==> src/pfrm_regs.vh <==
`ifndef PFRM_REGS_VH
`define PFRM_REGS_VH
// Core clock rate and timing windows
`define PFRM_CLK_MHZ 200
`define PFRM_LQI_WIN_US 64
`define PFRM_LQI_CYC (`PFRM_LQI_WIN_US * `PFRM_CLK_MHZ)
`define PFRM_CCA_WIN_US 128
`define PFRM_CCA_CYC (`PFRM_CCA_WIN_US * `PFRM_CLK_MHZ)
// Packet buffers
`define PFRM_RAM_WORDS 64
`define PFRM_WORD_BITS 16
`define PFRM_LQI_WORD 6'h3F
// Frame layout
`define PFRM_MAX_PAYLOAD 7'h7D
`define PFRM_FCS_BYTES 8'h02
`define PFRM_MIN_LEN 7'h02
`define PFRM_PRE_BITS 6'h20
`define PFRM_SFD 8'hA7
// Check sequence, reflected form, shifted LSB first
`define PFRM_CRC_POLY 16'h8408
`define PFRM_CRC_INIT 16'h0000
// Serial port addresses (bit 6 selects a packet buffer)
`define PFRM_ADDR_CTRL 7'h00
`define PFRM_ADDR_STAT 7'h01
`define PFRM_ADDR_CCA 7'h02
`define PFRM_RAM_SEL 6
// Control word fields
`define PFRM_CTRL_TXGO 0
`define PFRM_CTRL_RXEN 1
`define PFRM_CTRL_CCAGO 2
// Status word fields
`define PFRM_STAT_TXDONE 0
`define PFRM_STAT_RXDONE 1
`define PFRM_STAT_CRCOK 2
`define PFRM_STAT_CCADONE 3
`define PFRM_STAT_TXBUSY 4
// Serial transfer length
`define PFRM_CMD_BITS 5'h08
`define PFRM_SPI_BITS 5'h18
`endif
==> src/pfrm_crc16.v <==
`timescale 1ns/1ps
`include "pfrm_regs.vh"
// Bit-serial sixteen-bit check sequence, one bit per enabled cycle
module pfrm_crc16 (
    // Clock and reset
    input wire core_clk,
    input wire rst_n,
    // Control
    input wire init,
    input wire en,
    input wire bitIn,
    // Running value
    output reg [15:0] crc_r
);
    // Feedback term of the reflected shift
    wire fb = crc_r[0] ^ bitIn;

    // Init wins over a shift in the same cycle
    always @(posedge core_clk) begin
        if (!rst_n) begin
            crc_r <= `PFRM_CRC_INIT;
        end else if (init) begin
            crc_r <= `PFRM_CRC_INIT;
        end else if (en) begin
            crc_r <= {1'b0, crc_r[15:1]} ^ (fb ? `PFRM_CRC_POLY : 16'h0000);
        end
    end
endmodule

==> src/pfrm_framer.v <==
// Notes on behaviour
// - Separate transmit and receive buffers, 64x16
// - Payload never exceeds 125 bytes
// - Send four-byte preamble, delimiter, length first
// - Check sequence follows last payload byte
// - Parse header, store payload and check sequence
// - Recompute check sequence, report pass or fail
// - Link quality over 64 us after preamble
// - Interrupt only after whole packet stored
// - Channel check from integrated baseband energy
// - Send buffer, interrupt when fully sent
// - Serial port and one interrupt line only
`timescale 1ns/1ps
`include "pfrm_regs.vh"
module pfrm_framer #(
    parameter [15:0] LQI_CYC = `PFRM_LQI_CYC,
    parameter [15:0] CCA_CYC = `PFRM_CCA_CYC
) (
    // Clock and reset
    input wire core_clk,
    input wire rst_n,
    // Host serial port
    input wire spiClk,
    input wire spiCsN,
    input wire spiMosi,
    output reg spiMiso_r,
    output reg spiMisoEn_r,
    // Host interrupt, active low
    output reg irqN_r,
    // Link side
    input wire linkClk,
    input wire linkRxData,
    output reg txData_r,
    output reg txActive_r,
    // Baseband energy level, core clock domain
    input wire [7:0] bbEnergy
);
    localparam TS_IDLE = 3'd0, TS_PRE = 3'd1, TS_SFD = 3'd2, TS_LEN = 3'd3;
    localparam TS_PAY = 3'd4, TS_FCS = 3'd5, TS_TAIL = 3'd6;
    localparam RS_HUNT = 2'd0, RS_LEN = 2'd1, RS_PAY = 2'd2, RS_FIN = 2'd3;
    localparam SUMW = 24;

    // Pick one byte of a buffer word, low byte first
    function [7:0] byteOf;
        input [15:0] word;
        input hi;
        begin
            byteOf = hi ? word[15:8] : word[7:0];
        end
    endfunction

    reg [15:0] txRam [0:`PFRM_RAM_WORDS-1];
    reg [15:0] rxRam [0:`PFRM_RAM_WORDS-1];

    // Synchronisers: spiClk, spiCsN, spiMosi, linkClk, linkRxData
    wire [4:0] pinIn = {linkRxData, linkClk, spiMosi, spiCsN, spiClk};
    reg [4:0] syn1_r, syn2_r, syn3_r, stab_r, prev_r;
    always @(posedge core_clk) begin
        if (!rst_n) begin
            syn1_r <= 5'h02;
            syn2_r <= 5'h02;
            syn3_r <= 5'h02;
            prev_r <= 5'h02;
        end else begin
            syn1_r <= pinIn;
            syn2_r <= syn1_r;
            syn3_r <= syn2_r;
            prev_r <= stab_r;
        end
    end
    // A level is taken only once stages two and three agree
    genvar gi;
    generate
        for (gi = 0; gi < 5; gi = gi + 1) begin : gStab
            always @(posedge core_clk) begin
                if (!rst_n) begin
                    stab_r[gi] <= (gi == 1);
                end else if (syn2_r[gi] == syn3_r[gi]) begin
                    stab_r[gi] <= syn3_r[gi];
                end
            end
        end
    endgenerate
    wire sclkRise = stab_r[0] & ~prev_r[0];
    wire sclkFall = ~stab_r[0] & prev_r[0];
    wire csN = stab_r[1];
    wire mosi = stab_r[2];
    wire lclkRise = stab_r[3] & ~prev_r[3];
    wire lclkFall = ~stab_r[3] & prev_r[3];
    wire rxBit = stab_r[4];

    // Serial port state
    reg [4:0] spiCnt_r;         // Rising edges seen in this transfer
    reg [22:0] spiIn_r;         // Bits shifted in so far
    reg [15:0] spiOut_r;        // Read data, MSB first
    reg cmdRead_r;              // Command bit 7
    reg statRd;                 // Status read pulse, clears flags
    reg [6:0] txLen_r;          // Payload bytes to send
    reg rxEn_r;                 // Receiver enabled
    reg txGo, ccaGo;            // One-cycle requests
    reg txDone_r, rxDone_r, crcOk_r, ccaDone_r;
    reg [6:0] rxLen_r;          // Received length field
    reg [7:0] ccaLvl_r;         // Last channel energy result
    wire [7:0] cmdNow = {spiIn_r[6:0], mosi};
    wire [23:0] xferNow = {spiIn_r, mosi};
    wire [6:0] wrAddr = xferNow[22:16];
    wire [15:0] wrData = xferNow[15:0];
    wire [6:0] wrLen = wrData[14:8];

    // Read multiplexer for the addressed word
    reg [15:0] rdWord;
    always @* begin
        rdWord = 16'h0000;
        if (cmdNow[`PFRM_RAM_SEL]) begin
            rdWord = rxRam[cmdNow[5:0]];
        end else if (cmdNow[6:0] == `PFRM_ADDR_CTRL) begin
            rdWord = {1'b0, txLen_r, 6'h00, rxEn_r, 1'b0};
        end else if (cmdNow[6:0] == `PFRM_ADDR_STAT) begin
            rdWord = {1'b0, rxLen_r, 3'h0, txActive_r, ccaDone_r,
                      crcOk_r, rxDone_r, txDone_r};
        end else if (cmdNow[6:0] == `PFRM_ADDR_CCA) begin
            rdWord = {8'h00, ccaLvl_r};
        end
    end

    // all host traffic: 8-bit command then 16-bit word, mode 0
    always @(posedge core_clk) begin
        if (!rst_n) begin
            spiCnt_r <= 5'h00;
            spiIn_r <= 23'h00_0000;
            spiOut_r <= 16'h0000;
            cmdRead_r <= 1'b0;
            statRd <= 1'b0;
            txGo <= 1'b0;
            ccaGo <= 1'b0;
            txLen_r <= 7'h00;
            rxEn_r <= 1'b0;
            spiMiso_r <= 1'b0;
            spiMisoEn_r <= 1'b0;
        end else begin
            statRd <= 1'b0;
            txGo <= 1'b0;
            ccaGo <= 1'b0;
            spiMisoEn_r <= ~csN;
            spiMiso_r <= spiOut_r[15];
            if (csN) begin
                // Deselect aborts any partial transfer
                spiCnt_r <= 5'h00;
                spiOut_r <= 16'h0000;
            end else if (sclkRise) begin
                spiIn_r <= xferNow[22:0];
                spiCnt_r <= spiCnt_r + 5'h01;
                if (spiCnt_r == `PFRM_CMD_BITS - 5'h01) begin
                    // Command complete: fetch read data now
                    cmdRead_r <= cmdNow[7];
                    if (cmdNow[7]) begin
                        spiOut_r <= rdWord;
                        statRd <= (cmdNow[6:0] == `PFRM_ADDR_STAT);
                    end
                end else if (spiCnt_r == `PFRM_SPI_BITS - 5'h01 &&
                             !cmdRead_r && !wrAddr[`PFRM_RAM_SEL] &&
                             wrAddr == `PFRM_ADDR_CTRL) begin
                    // clamp the payload length to 125
                    txLen_r <= (wrLen > `PFRM_MAX_PAYLOAD) ?
                               `PFRM_MAX_PAYLOAD : wrLen;
                    rxEn_r <= wrData[`PFRM_CTRL_RXEN];
                    // start request comes after the buffer load
                    txGo <= wrData[`PFRM_CTRL_TXGO];
                    ccaGo <= wrData[`PFRM_CTRL_CCAGO];
                end
            end else if (sclkFall && spiCnt_r > `PFRM_CMD_BITS) begin
                // Next read bit ready before the next rising edge
                spiOut_r <= {spiOut_r[14:0], 1'b0};
            end
        end
    end

    // Host writes into the transmit buffer; no reset needed on storage
    always @(posedge core_clk) begin
        if (!csN && sclkRise && spiCnt_r == `PFRM_SPI_BITS - 5'h01 &&
            !cmdRead_r && wrAddr[`PFRM_RAM_SEL]) begin
            txRam[wrAddr[5:0]] <= wrData;
        end
    end

    // Transmit framing
    reg [2:0] tState_r;
    reg [4:0] tBit_r;           // Bit within current field
    reg [6:0] tByte_r;          // Payload byte index
    wire [15:0] txCrc;
    reg [7:0] tCur;             // Byte now being sent
    reg tEnd;                   // Last bit of current field
    always @* begin
        tCur = 8'h00;
        tEnd = (tBit_r[2:0] == 3'h7);
        case (tState_r)
            TS_PRE: tEnd = (tBit_r == `PFRM_PRE_BITS - 5'h01);
            TS_SFD: tCur = `PFRM_SFD;
            // length counts the check sequence too
            TS_LEN: tCur = {1'b0, txLen_r} + `PFRM_FCS_BYTES;
            TS_PAY: tCur = byteOf(txRam[tByte_r[6:1]], tByte_r[0]);
            TS_FCS: tEnd = (tBit_r == 5'h0F);
            default: tEnd = 1'b0;
        endcase
    end
    wire tBitOut = (tState_r == TS_FCS) ? txCrc[tBit_r[3:0]] :
                   tCur[tBit_r[2:0]];
    wire txCrcEn = lclkFall && tState_r == TS_PAY;

    pfrm_crc16 uTxCrc (
        .core_clk(core_clk),
        .rst_n(rst_n),
        .init(txGo & ~txActive_r),
        .en(txCrcEn),
        .bitIn(tBitOut),
        .crc_r(txCrc)
    );

    // bits leave on the link clock falling edge, LSB first
    always @(posedge core_clk) begin
        if (!rst_n) begin
            tState_r <= TS_IDLE;
            tBit_r <= 5'h00;
            tByte_r <= 7'h00;
            txData_r <= 1'b0;
            txActive_r <= 1'b0;
        end else if (tState_r == TS_IDLE) begin
            if (txGo) begin
                tState_r <= TS_PRE;
                tBit_r <= 5'h00;
                tByte_r <= 7'h00;
            end
        end else if (lclkFall) begin
            txData_r <= tBitOut;
            txActive_r <= (tState_r != TS_TAIL);
            tBit_r <= tEnd ? 5'h00 : tBit_r + 5'h01;
            case (tState_r)
                // preamble, delimiter, length in that order
                TS_PRE: if (tEnd) tState_r <= TS_SFD;
                TS_SFD: if (tEnd) tState_r <= TS_LEN;
                TS_LEN: begin
                    if (tEnd) begin
                        tState_r <= (txLen_r == 7'h00) ? TS_FCS : TS_PAY;
                    end
                end
                TS_PAY: begin
                    if (tEnd) begin
                        tByte_r <= tByte_r + 7'h01;
                        // check sequence right after last byte
                        if (tByte_r == txLen_r - 7'h01) begin
                            tState_r <= TS_FCS;
                        end
                    end
                end
                TS_FCS: if (tEnd) tState_r <= TS_TAIL;
                default: begin
                    // Last bit has held a full link period
                    txData_r <= 1'b0;
                    tState_r <= TS_IDLE;
                end
            endcase
        end
    end
    wire txDoneSet = lclkFall && tState_r == TS_TAIL;

    // Receive parsing
    reg [1:0] rState_r;
    reg [7:0] rSh_r;            // Last eight bits, newest in bit 7
    reg [5:0] zeroCnt_r;        // Run of zero bits, saturating
    reg [3:0] since_r;          // Bits since the zero run ended
    reg preSeen_r;              // Preamble found, awaiting delimiter
    reg [2:0] rBit_r;
    reg [6:0] rByte_r;
    reg [15:0] lqiCnt_r;
    reg [7:0] lqiMax_r;
    wire [15:0] rxCrc;
    wire [7:0] rxByte = {rxBit, rSh_r[7:1]};
    wire rxCrcInit = lclkRise && rState_r == RS_LEN && rBit_r == 3'h7;
    wire rxCrcEn = lclkRise && rState_r == RS_PAY;
    wire preNow = lclkRise && !rxBit &&
                  zeroCnt_r == `PFRM_PRE_BITS - 6'h01;

    // receive check, running over payload and check sequence
    pfrm_crc16 uRxCrc (
        .core_clk(core_clk),
        .rst_n(rst_n),
        .init(rxCrcInit),
        .en(rxCrcEn),
        .bitIn(rxBit),
        .crc_r(rxCrc)
    );

    // hunt, length, then store bytes; bits taken on link rise
    always @(posedge core_clk) begin
        if (!rst_n) begin
            rState_r <= RS_HUNT;
            rSh_r <= 8'h00;
            zeroCnt_r <= 6'h00;
            since_r <= 4'h0;
            preSeen_r <= 1'b0;
            rBit_r <= 3'h0;
            rByte_r <= 7'h00;
            rxLen_r <= 7'h00;
            crcOk_r <= 1'b0;
        end else if (!rxEn_r) begin
            rState_r <= RS_HUNT;
            preSeen_r <= 1'b0;
            zeroCnt_r <= 6'h00;
        end else if (rState_r == RS_FIN) begin
            // a zero residue means the frame checked good
            crcOk_r <= (rxCrc == 16'h0000);
            rState_r <= RS_HUNT;
        end else if (lclkRise) begin
            rSh_r <= rxByte;
            rBit_r <= rBit_r + 3'h1;
            case (rState_r)
                RS_HUNT: begin
                    rBit_r <= 3'h0;
                    if (!rxBit) begin
                        since_r <= 4'h0;
                        if (zeroCnt_r != `PFRM_PRE_BITS) begin
                            zeroCnt_r <= zeroCnt_r + 6'h01;
                        end
                    end else begin
                        zeroCnt_r <= 6'h00;
                        since_r <= since_r + 4'h1;
                    end
                    if (preNow) begin
                        preSeen_r <= 1'b1;
                    end else if (preSeen_r && rxByte == `PFRM_SFD) begin
                        preSeen_r <= 1'b0;
                        rState_r <= RS_LEN;
                    end else if (since_r == 4'h8) begin
                        preSeen_r <= 1'b0;
                    end
                end
                RS_LEN: begin
                    if (rBit_r == 3'h7) begin
                        rxLen_r <= rxByte[6:0];
                        rByte_r <= 7'h00;
                        // Too short to hold a check sequence: drop it
                        rState_r <= (rxByte[6:0] < `PFRM_MIN_LEN) ?
                                    RS_HUNT : RS_PAY;
                    end
                end
                RS_PAY: begin
                    if (rBit_r == 3'h7) begin
                        rByte_r <= rByte_r + 7'h01;
                        if (rByte_r == rxLen_r - 7'h01) begin
                            rState_r <= RS_FIN;
                        end
                    end
                end
                default: rState_r <= RS_HUNT;
            endcase
        end
    end
    wire rxDoneSet = rxEn_r && rState_r == RS_FIN;

    // link quality: peak energy over the window after preamble
    always @(posedge core_clk) begin
        if (!rst_n) begin
            lqiCnt_r <= 16'h0000;
            lqiMax_r <= 8'h00;
        end else if (rxEn_r && preNow && rState_r == RS_HUNT) begin
            lqiCnt_r <= LQI_CYC;
            lqiMax_r <= 8'h00;
        end else if (lqiCnt_r != 16'h0000) begin
            lqiCnt_r <= lqiCnt_r - 16'h0001;
            if (bbEnergy > lqiMax_r) begin
                lqiMax_r <= bbEnergy;
            end
        end
    end

    // low byte first; quality in top byte keeps both check bytes
    always @(posedge core_clk) begin
        if (rxEn_r && lclkRise && rState_r == RS_PAY && rBit_r == 3'h7) begin
            if (rByte_r[0]) begin
                rxRam[rByte_r[6:1]] <= {rxByte, rxRam[rByte_r[6:1]][7:0]};
            end else begin
                rxRam[rByte_r[6:1]] <= {8'h00, rxByte};
            end
        end else if (rxDoneSet) begin
            rxRam[`PFRM_LQI_WORD] <= {lqiMax_r, rxRam[`PFRM_LQI_WORD][7:0]};
        end
    end

    // channel check: energy summed over the integration interval
    reg [15:0] ccaCnt_r;
    reg [SUMW-1:0] ccaSum_r;
    always @(posedge core_clk) begin
        if (!rst_n) begin
            ccaCnt_r <= 16'h0000;
            ccaSum_r <= {SUMW{1'b0}};
            ccaLvl_r <= 8'h00;
        end else if (ccaGo) begin
            ccaCnt_r <= CCA_CYC;
            ccaSum_r <= {{(SUMW-8){1'b0}}, bbEnergy};
        end else if (ccaCnt_r != 16'h0000) begin
            ccaCnt_r <= ccaCnt_r - 16'h0001;
            ccaSum_r <= ccaSum_r + {{(SUMW-8){1'b0}}, bbEnergy};
            if (ccaCnt_r == 16'h0001) begin
                ccaLvl_r <= ccaSum_r[SUMW-2:SUMW-9];
            end
        end
    end
    wire ccaDoneSet = (ccaCnt_r == 16'h0001) && !ccaGo;

    // sticky events; a set in the clearing cycle wins
    always @(posedge core_clk) begin
        if (!rst_n) begin
            txDone_r <= 1'b0;
            rxDone_r <= 1'b0;
            ccaDone_r <= 1'b0;
            irqN_r <= 1'b1;
        end else begin
            txDone_r <= txDoneSet | (txDone_r & ~statRd);
            rxDone_r <= rxDoneSet | (rxDone_r & ~statRd);
            ccaDone_r <= ccaDoneSet | (ccaDone_r & ~statRd);
            irqN_r <= ~(txDone_r | rxDone_r | ccaDone_r);
        end
    end
endmodule

==> config.mk <==
export PLATFORM = sky130hd
export DESIGN_NAME = pfrm_framer
export DESIGN_NICKNAME = d
export VERILOG_FILES = /design/src/pfrm_crc16.v /design/src/pfrm_framer.v
export VERILOG_INCLUDE_DIRS = /design/src
export SDC_FILE = /design/constraint.sdc
export NUM_CORES = 2
export LEC_CHECK = 0
export ABC_CLOCK_PERIOD_IN_PS = 13700
export BUFFER_PORTS_ARGS = -buffer_cell sky130_fd_sc_hd__buf_2
export CAP_MARGIN = 30
export CORE_UTILIZATION = 55
export CTS_CLUSTER_DIAMETER = 60
export DETAILED_ROUTE_END_ITERATION = 7
export PLACE_DENSITY = 0.7
export SLEW_MARGIN = 25
export SYNTH_ARGS = -nofsm -noshare
export SYNTH_HDL_FRONTEND = slang
export SYNTH_SLANG_ARGS = --single-unit
==> constraint.sdc <==
create_clock -name core_clk -period 13.7 [get_ports core_clk]
set_clock_uncertainty 0.2 [all_clocks]
set_input_delay 1.37 -clock core_clk [delete_from_list [all_inputs] [get_ports core_clk]]
set_output_delay 1.37 -clock core_clk [all_outputs]
set_load 0.03 [all_outputs]
Word-level counts from Yosys, hierarchy flattened --
Memories as Yosys holds them, arrays and structs flattened. A register that Yosys moved wholly into a read port is not among the register bits. Cells that the tools add are included.
Cells by class: $add $sub $neg 13, multiply operators 0, div/mod/pow operators 0, magnitude comparators 6, equality and inequality tests 46, shift-type cells 0, mux-type cells 81, bitwise logic cells 36, reductions and logical operators 77
Operators with widths (number):
- 16-bit two-way mux | 8
- 15-bit two-way mux | 4
- 7-bit two-way mux | 8
- 8-bit two-way mux | 6
- 16-bit nonzero test | 2
- 16-bit by 1-bit subtractor with 16-bit output, second input constant | 2
- 15-bit by 16-bit bitwise XOR with 16-bit output | 2
- 3-bit two-way mux | 10
- 6-bit two-way mux | 5
- 14-bit two-way mux | 2
- 24-bit by 8-bit adder with 24-bit output | 1
- 8-bit one-hot mux with 3 select lines | 1
- 1-bit logical AND | 23
- 7-bit zero test | 3
- 5-bit two-way mux | 4
- 4-bit AND reduction | 5
- 1-bit two-way mux | 19
- 1-bit inverter | 17
- 16-bit by 1-bit == test with 1-bit output, second input constant | 1
- 16-bit zero test | 1
- 2-bit AND reduction | 8
- 2-bit nonzero test | 8
- 16-bit OR reduction | 1
- 3-bit == test, second input constant | 5
- 56 further kinds | 113
Storage, ports and cells: register bits 245, bits in latches 0, bits in writable memories 2048, memory bits (read-only) 0, word-level logic and storage cells 309, memories kept 2
Memories:
- rxRam | depth 64, width 16, read ports 1, clocked after Yosys merged registers in 0, wr ports 1, line pfrm_framer.v:53 | reg [15:0] rxRam [0:`PFRM_RAM_WORDS-1];
- txRam | depth 64, width 16, read ports 1, clocked after Yosys merged registers in 1, wr ports 1, line pfrm_framer.v:52 | reg [15:0] txRam [0:`PFRM_RAM_WORDS-1];

Longest topological paths before layout --
depth after elaboration 10, depth in mapped cells 16

Cells and area by module --
Synthesis repeated with hierarchy kept, for this count alone.
Unflattened totals: cell total of the unflattened synthesis 4823, area, all modules 90779.6 µm²
Modules (own cells, without submodules):
- pfrm_framer | times used 1, cells an instance 4703, area an instance 89515.9 µm², sequential area each 65803.1 µm²
- pfrm_crc16 | times used 2, cells an instance 60, area an instance 631.9 µm², sequential area each 320.3 µm²

Worst setup path after synthesis --
OpenSTA, ideal clock, no wires.
path type reg-to-reg, start reg rBit_r[0], end mem rxRam[0][8], data pin, library setup time 702 ps, arrival time 3680 ps, required time 12798 ps, setup slack 9118 ps, cell stages (with the launch flop) 7, buffers on the path 1, period minus slack after synthesis 4582 ps, path through dfxtp_1 -> ha_1 -> ha_1 -> nand2_1 -> nor4_1 -> clkbuf_1 -> o21ai_0
Between the ends: longest elaborated chain between the ends 7
RTL lines:
- start: declaration | line pfrm_framer.v:272 | reg [2:0] rBit_r;
- start signal: assignment | line pfrm_framer.v:315 | rBit_r <= rBit_r + 3'h1;
- 3-bit == test (*) | line pfrm_framer.v:378 | if (rxEn_r && lclkRise && rState_r == RS_PAY && rBit_r == 3'h7) begin
- 1-bit logical AND (*) | line pfrm_framer.v:378
- 1-bit two-way mux | line pfrm_framer.v:378
- 1-bit two-way mux | line pfrm_framer.v:385 | rxRam[`PFRM_LQI_WORD] <= {lqiMax_r, rxRam[`PFRM_LQI_WORD][7:0]};
- 2-bit AND reduction (no source line)
- 16-bit OR reduction (no source line)
- 16-bit two-way mux (no source line) (*)
- end: declaration | line pfrm_framer.v:53
Mark *: on every way between the ends. The rest lies on a longest branch, timed or not. The select of a mux whose other input is x is not followed.

Worst setup path after layout --
start reg spiIn_r[0], end reg spiOut_r[10]
Between the ends: longest elaborated chain between the ends 7
RTL lines:
- start: declaration | line pfrm_framer.v:94 | reg [22:0] spiIn_r;
- start signal: assignment | line pfrm_framer.v:151 | spiIn_r <= xferNow[22:0];
- branches (longest 3 deep; another with memory read 64 x 16 bit)
- 16-bit two-way mux (*) | line pfrm_framer.v:114 | if (cmdNow[`PFRM_RAM_SEL]) begin
- 16-bit two-way mux (*) | line pfrm_framer.v:156 | if (cmdNow[7]) begin
- 16-bit two-way mux (*) | line pfrm_framer.v:153 | if (spiCnt_r == `PFRM_CMD_BITS - 5'h01) begin
- 16-bit two-way mux (*) | line pfrm_framer.v:150 | end else if (sclkRise) begin
- end signal: assignment | line pfrm_framer.v:157 | spiOut_r <= rdWord;
- end signal: assignment | line pfrm_framer.v:173 | spiOut_r <= {spiOut_r[14:0], 1'b0};
- end: declaration | line pfrm_framer.v:95 | reg [15:0] spiOut_r;
Mark *: on every way between the ends. The select of a mux whose other input is x is not followed. A chain may end at the register's enable or synchronous reset.

==> reports/results.txt <==
clk slew on worst S/H paths - 60 ps
Global Route Usage Sum - 26.7%
area delta synth->final - 12.2%
worst r2r src - spiIn_r[0]$_SDFFE_PN0P_
core area - 0.163 mm^2
CTS tree - yes
Crit path largest cell delay - 910 ps
fin util - 62.2%
Synth Area in Compound Gates - 3.14%
Sink Count - 2,295
placed insts - 6,963
Final period util - 41.3%
final setup fails - 0
R2R Setup Slk - 8040 ps
Congestion Overflow GR - 0
post-synthesis simple-gate area fraction - 4.83%
RR Endpoint - spiOut_r[10]$_SDFFE_PP0P_
pwr dens - 139 mW/mm^2
Worst Hold End - syn2_r[1]$_SDFF_PN1_
Worst Hold Class - reg -> reg
worst hold start - syn1_r[1]$_SDFF_PN1_
Layout fillers - 11,112
main combinational cell family by area after synthesis - multiplexers
via density per instance - 6.42
Setup crit start - spiIn_r[0]$_SDFFE_PN0P_
Mapped Cells - 4,854
Netlist cell types - 74
die width - 408 um
Slew headroom - 29.6%
drt total wl - 221,000 um
sum of negative setup slack - 0 ps
post-synthesis mux area share - 15.7%
commonest non-fill, non-tap cells in the layout - edfxtp_1 (2,048), mux4_2 (568), nor2_1 (352)
H-tree depth - 4
endpoint type of the worst setup path - flip-flop
post-synthesis adder-cell area fraction - 0.506%
Post-CTS Hold Buffers - 0
most used flip-flop cell after synthesis - edfxtp_1
Slew Limit Fails - 0
Leakage Power - 31.7 nW
WHS Path Cells - 1
first-pass iteration count of the detailed router - 5
die height - 408 um
Highest Clock Rate - 177 MHz
post-route ant nets - 0
Req. time, crit path - 14,200 ps
Resized cells post-CTS - 0
Worst-Margin Slew - 1050 ps
top cells by area, synth - edfxtp_1 (68%), mux4_2 (14%), dfxtp_1 (5.5%)
CTS Buffer Depth - 3
peak supply drop - 0.148 mV
most common cell after layout, fill and taps aside - edfxtp_1
clk root buf - clkbuf_16
most used cell, CP - mux4_2
PnR worst setup slack - 8040 ps
vias in the first global route - 46,839
critical setup path kind - reg -> reg
RD Place Congestion - 0.885
Setup crit start kind - flip-flop
first-pass GRT wire length - 322,000 um
syn avg cell area - 18.6 um^2
Synthesized Nets - 4,905
PortBufs - 19
status - finished, final reports clean
Worst EP arrival - 6160 ps
post-DR wirelength/cell - 29.8 um
Synth Area in XOR/XNOR - 0.763%
ys async rst share - 0%
Via Count - 47,596
Layout Nets - 5,095
Max Fanout on Critical Path - 148
Max-cap violations - 0
Post-CTS Setup Repair Bufs - 0
critical path, cell by cell - buf_12 -> buf_4 -> buf_4 -> mux4_2 -> mux4_2 -> mux4_2 -> a221oi_1 -> nor3_1 -> a21oi_1 -> nor2_1
post-synthesis sequential area ratio - 73.4%
yosys synthesis warning count - 0
DR DRC count - 0
area share of the largest cell type after synthesis - 67.9%
fin cells - 7,410
Mapped Area - 0.0905 mm^2
Post-synth EDFFs - 2,048
Fin. Hold Viols - 0
die area - 0.166 mm^2
TritonCTS Buffers - 220
slowest stage cell, crit path - buf_4
initial detailed-routing violation count - 5,810
cell taking the most area after synthesis - edfxtp_1
Initial Util - 55.5%
Yosys reg bits - 2,295
largest net degree at the start of global routing - 149
Setup WS pre-CTS - 7990 ps
RSZ-0062 raised after global routing - no
detailed placer's ending HPWL - 132,000 um
Final min period - 5660 ps
worst-skew pair later-pin latency - 840 ps
antenna violations before repair - 2
IO Count - 20
share of layout cells above drive strength 1 - 23.9%
# rows - 148
R2R cell count - 10
## area by class of cell
class / count / area (um^2) / area share [%]
Inverter: 67 / 258 / 0.254
Tap cell: 2175 / 2720 / 2.68
Clock inverter: 128 / 1370 / 1.35
Timing Repair Buffer: 229 / 1890 / 1.86
Multi-Input combinational cell: 2231 / 22900 / 22.6
Sequential cell: 2295 / 66500 / 65.5
Clock buffer: 284 / 5890 / 5.80
Antenna cell: 1 / 2.50 / 0.00246
## kinds of logic after synthesis
kind of cell / after synthesis
DFF: 2295
and+or+nand+nor: 966
muxes: 710
AOI/OAI and AO/OA: 441
buffers and inverters: 328
xor gates and xnor gates: 78
adders and majority gates: 36
## how the worst max path moves through the flow
| stage | end | slack [ps] | depth (start not counted) |
|---|---|---|---|
| floorplan | rxRam[0][8]$_DFFE_PP_ | 9120 | 6 |
| global placement | uTxCrc.crc_r[3]$_SDFFE_PP0P_ | 8020 | 12 |
| detailed placement | spiOut_r[10]$_SDFFE_PP0P_ | 7990 | 10 |
| CTS | spiOut_r[10]$_SDFFE_PP0P_ | 7980 | 10 |
| global route | spiOut_r[10]$_SDFFE_PP0P_ | 7740 | 10 |
| finish | spiOut_r[10]$_SDFFE_PP0P_ | 8040 | 10 |
## metal layers
layer	global-route usage, %	vias to the layer above	wire length, um	share of wire, %
li1	-	19979	-	-
met1	36.9	24799	85000	38
met2	43.1	2400	109000	49
met3	5.05	418	20000	9.1
met4	8.83	0	7160	3.2
met5	0	-	0	0
## through the flow
stage	power, mW	hold WS (ps)	area (um^2)
2_1_floorplan	8.08	186	90500
3_3_place_gp	8.16	206	93400
3_5_place_dp	8.18	203	93900
4_1_cts	14.2	223	101000
5_1_grt	14.5	250	102000
6_report	14.1	222	102000
## state kept, by name, indices dropped and copies added, names as in the netlist, 7 cells and up, named ones only
signal        cells
ccaSum_r         23
spiOut_r         16
spiIn_r          22
txLen_r           7
rxLen_r           7
ccaLvl_r          8
rSh_r             7
uRxCrc.crc_r     16
tByte_r           7
rxRam          1024
lqiMax_r          8
uTxCrc.crc_r     16
ccaCnt_r         16
rByte_r           7
txRam          1024
lqiCnt_r         16
## cells in the mapped netlist, drive strengths merged (26+ instances only)
master and count:
a21oi 156, a22oi 39, and2 26, buf 98, clkbuf 163, dfxtp 247, edfxtp 2048, ha 35
inv 66, mux2i 134, mux4 568, nand2 234, nand2b 26, nand3 59, nand4 29, nor2 408
nor2b 27, nor3 51, o21ai 57, o221ai 26, o22ai 32, or3 26, xnor2 41, xor2 37
## power by group
part | switching, mW | leakage (nW) | total (mW) | internal, mW
clock | 2.58 | 3.53 | 6.09 | 3.51
sequential | 0.0490 | 21.0 | 7.61 | 7.56
combinational | 0.244 | 7.17 | 0.420 | 0.176
total | 2.88 | 31.7 | 14.1 | 11.2
## worst max-delay path: cells and delay by family (launching register included)
family | cells | cell delay, ps
buf+inv | 3 | 2310
flops | 1 | 830
compound gates | 2 | 510
simple gates | 2 | 140
mux | 3 | 1430
(Power assumes the default switching activity.)
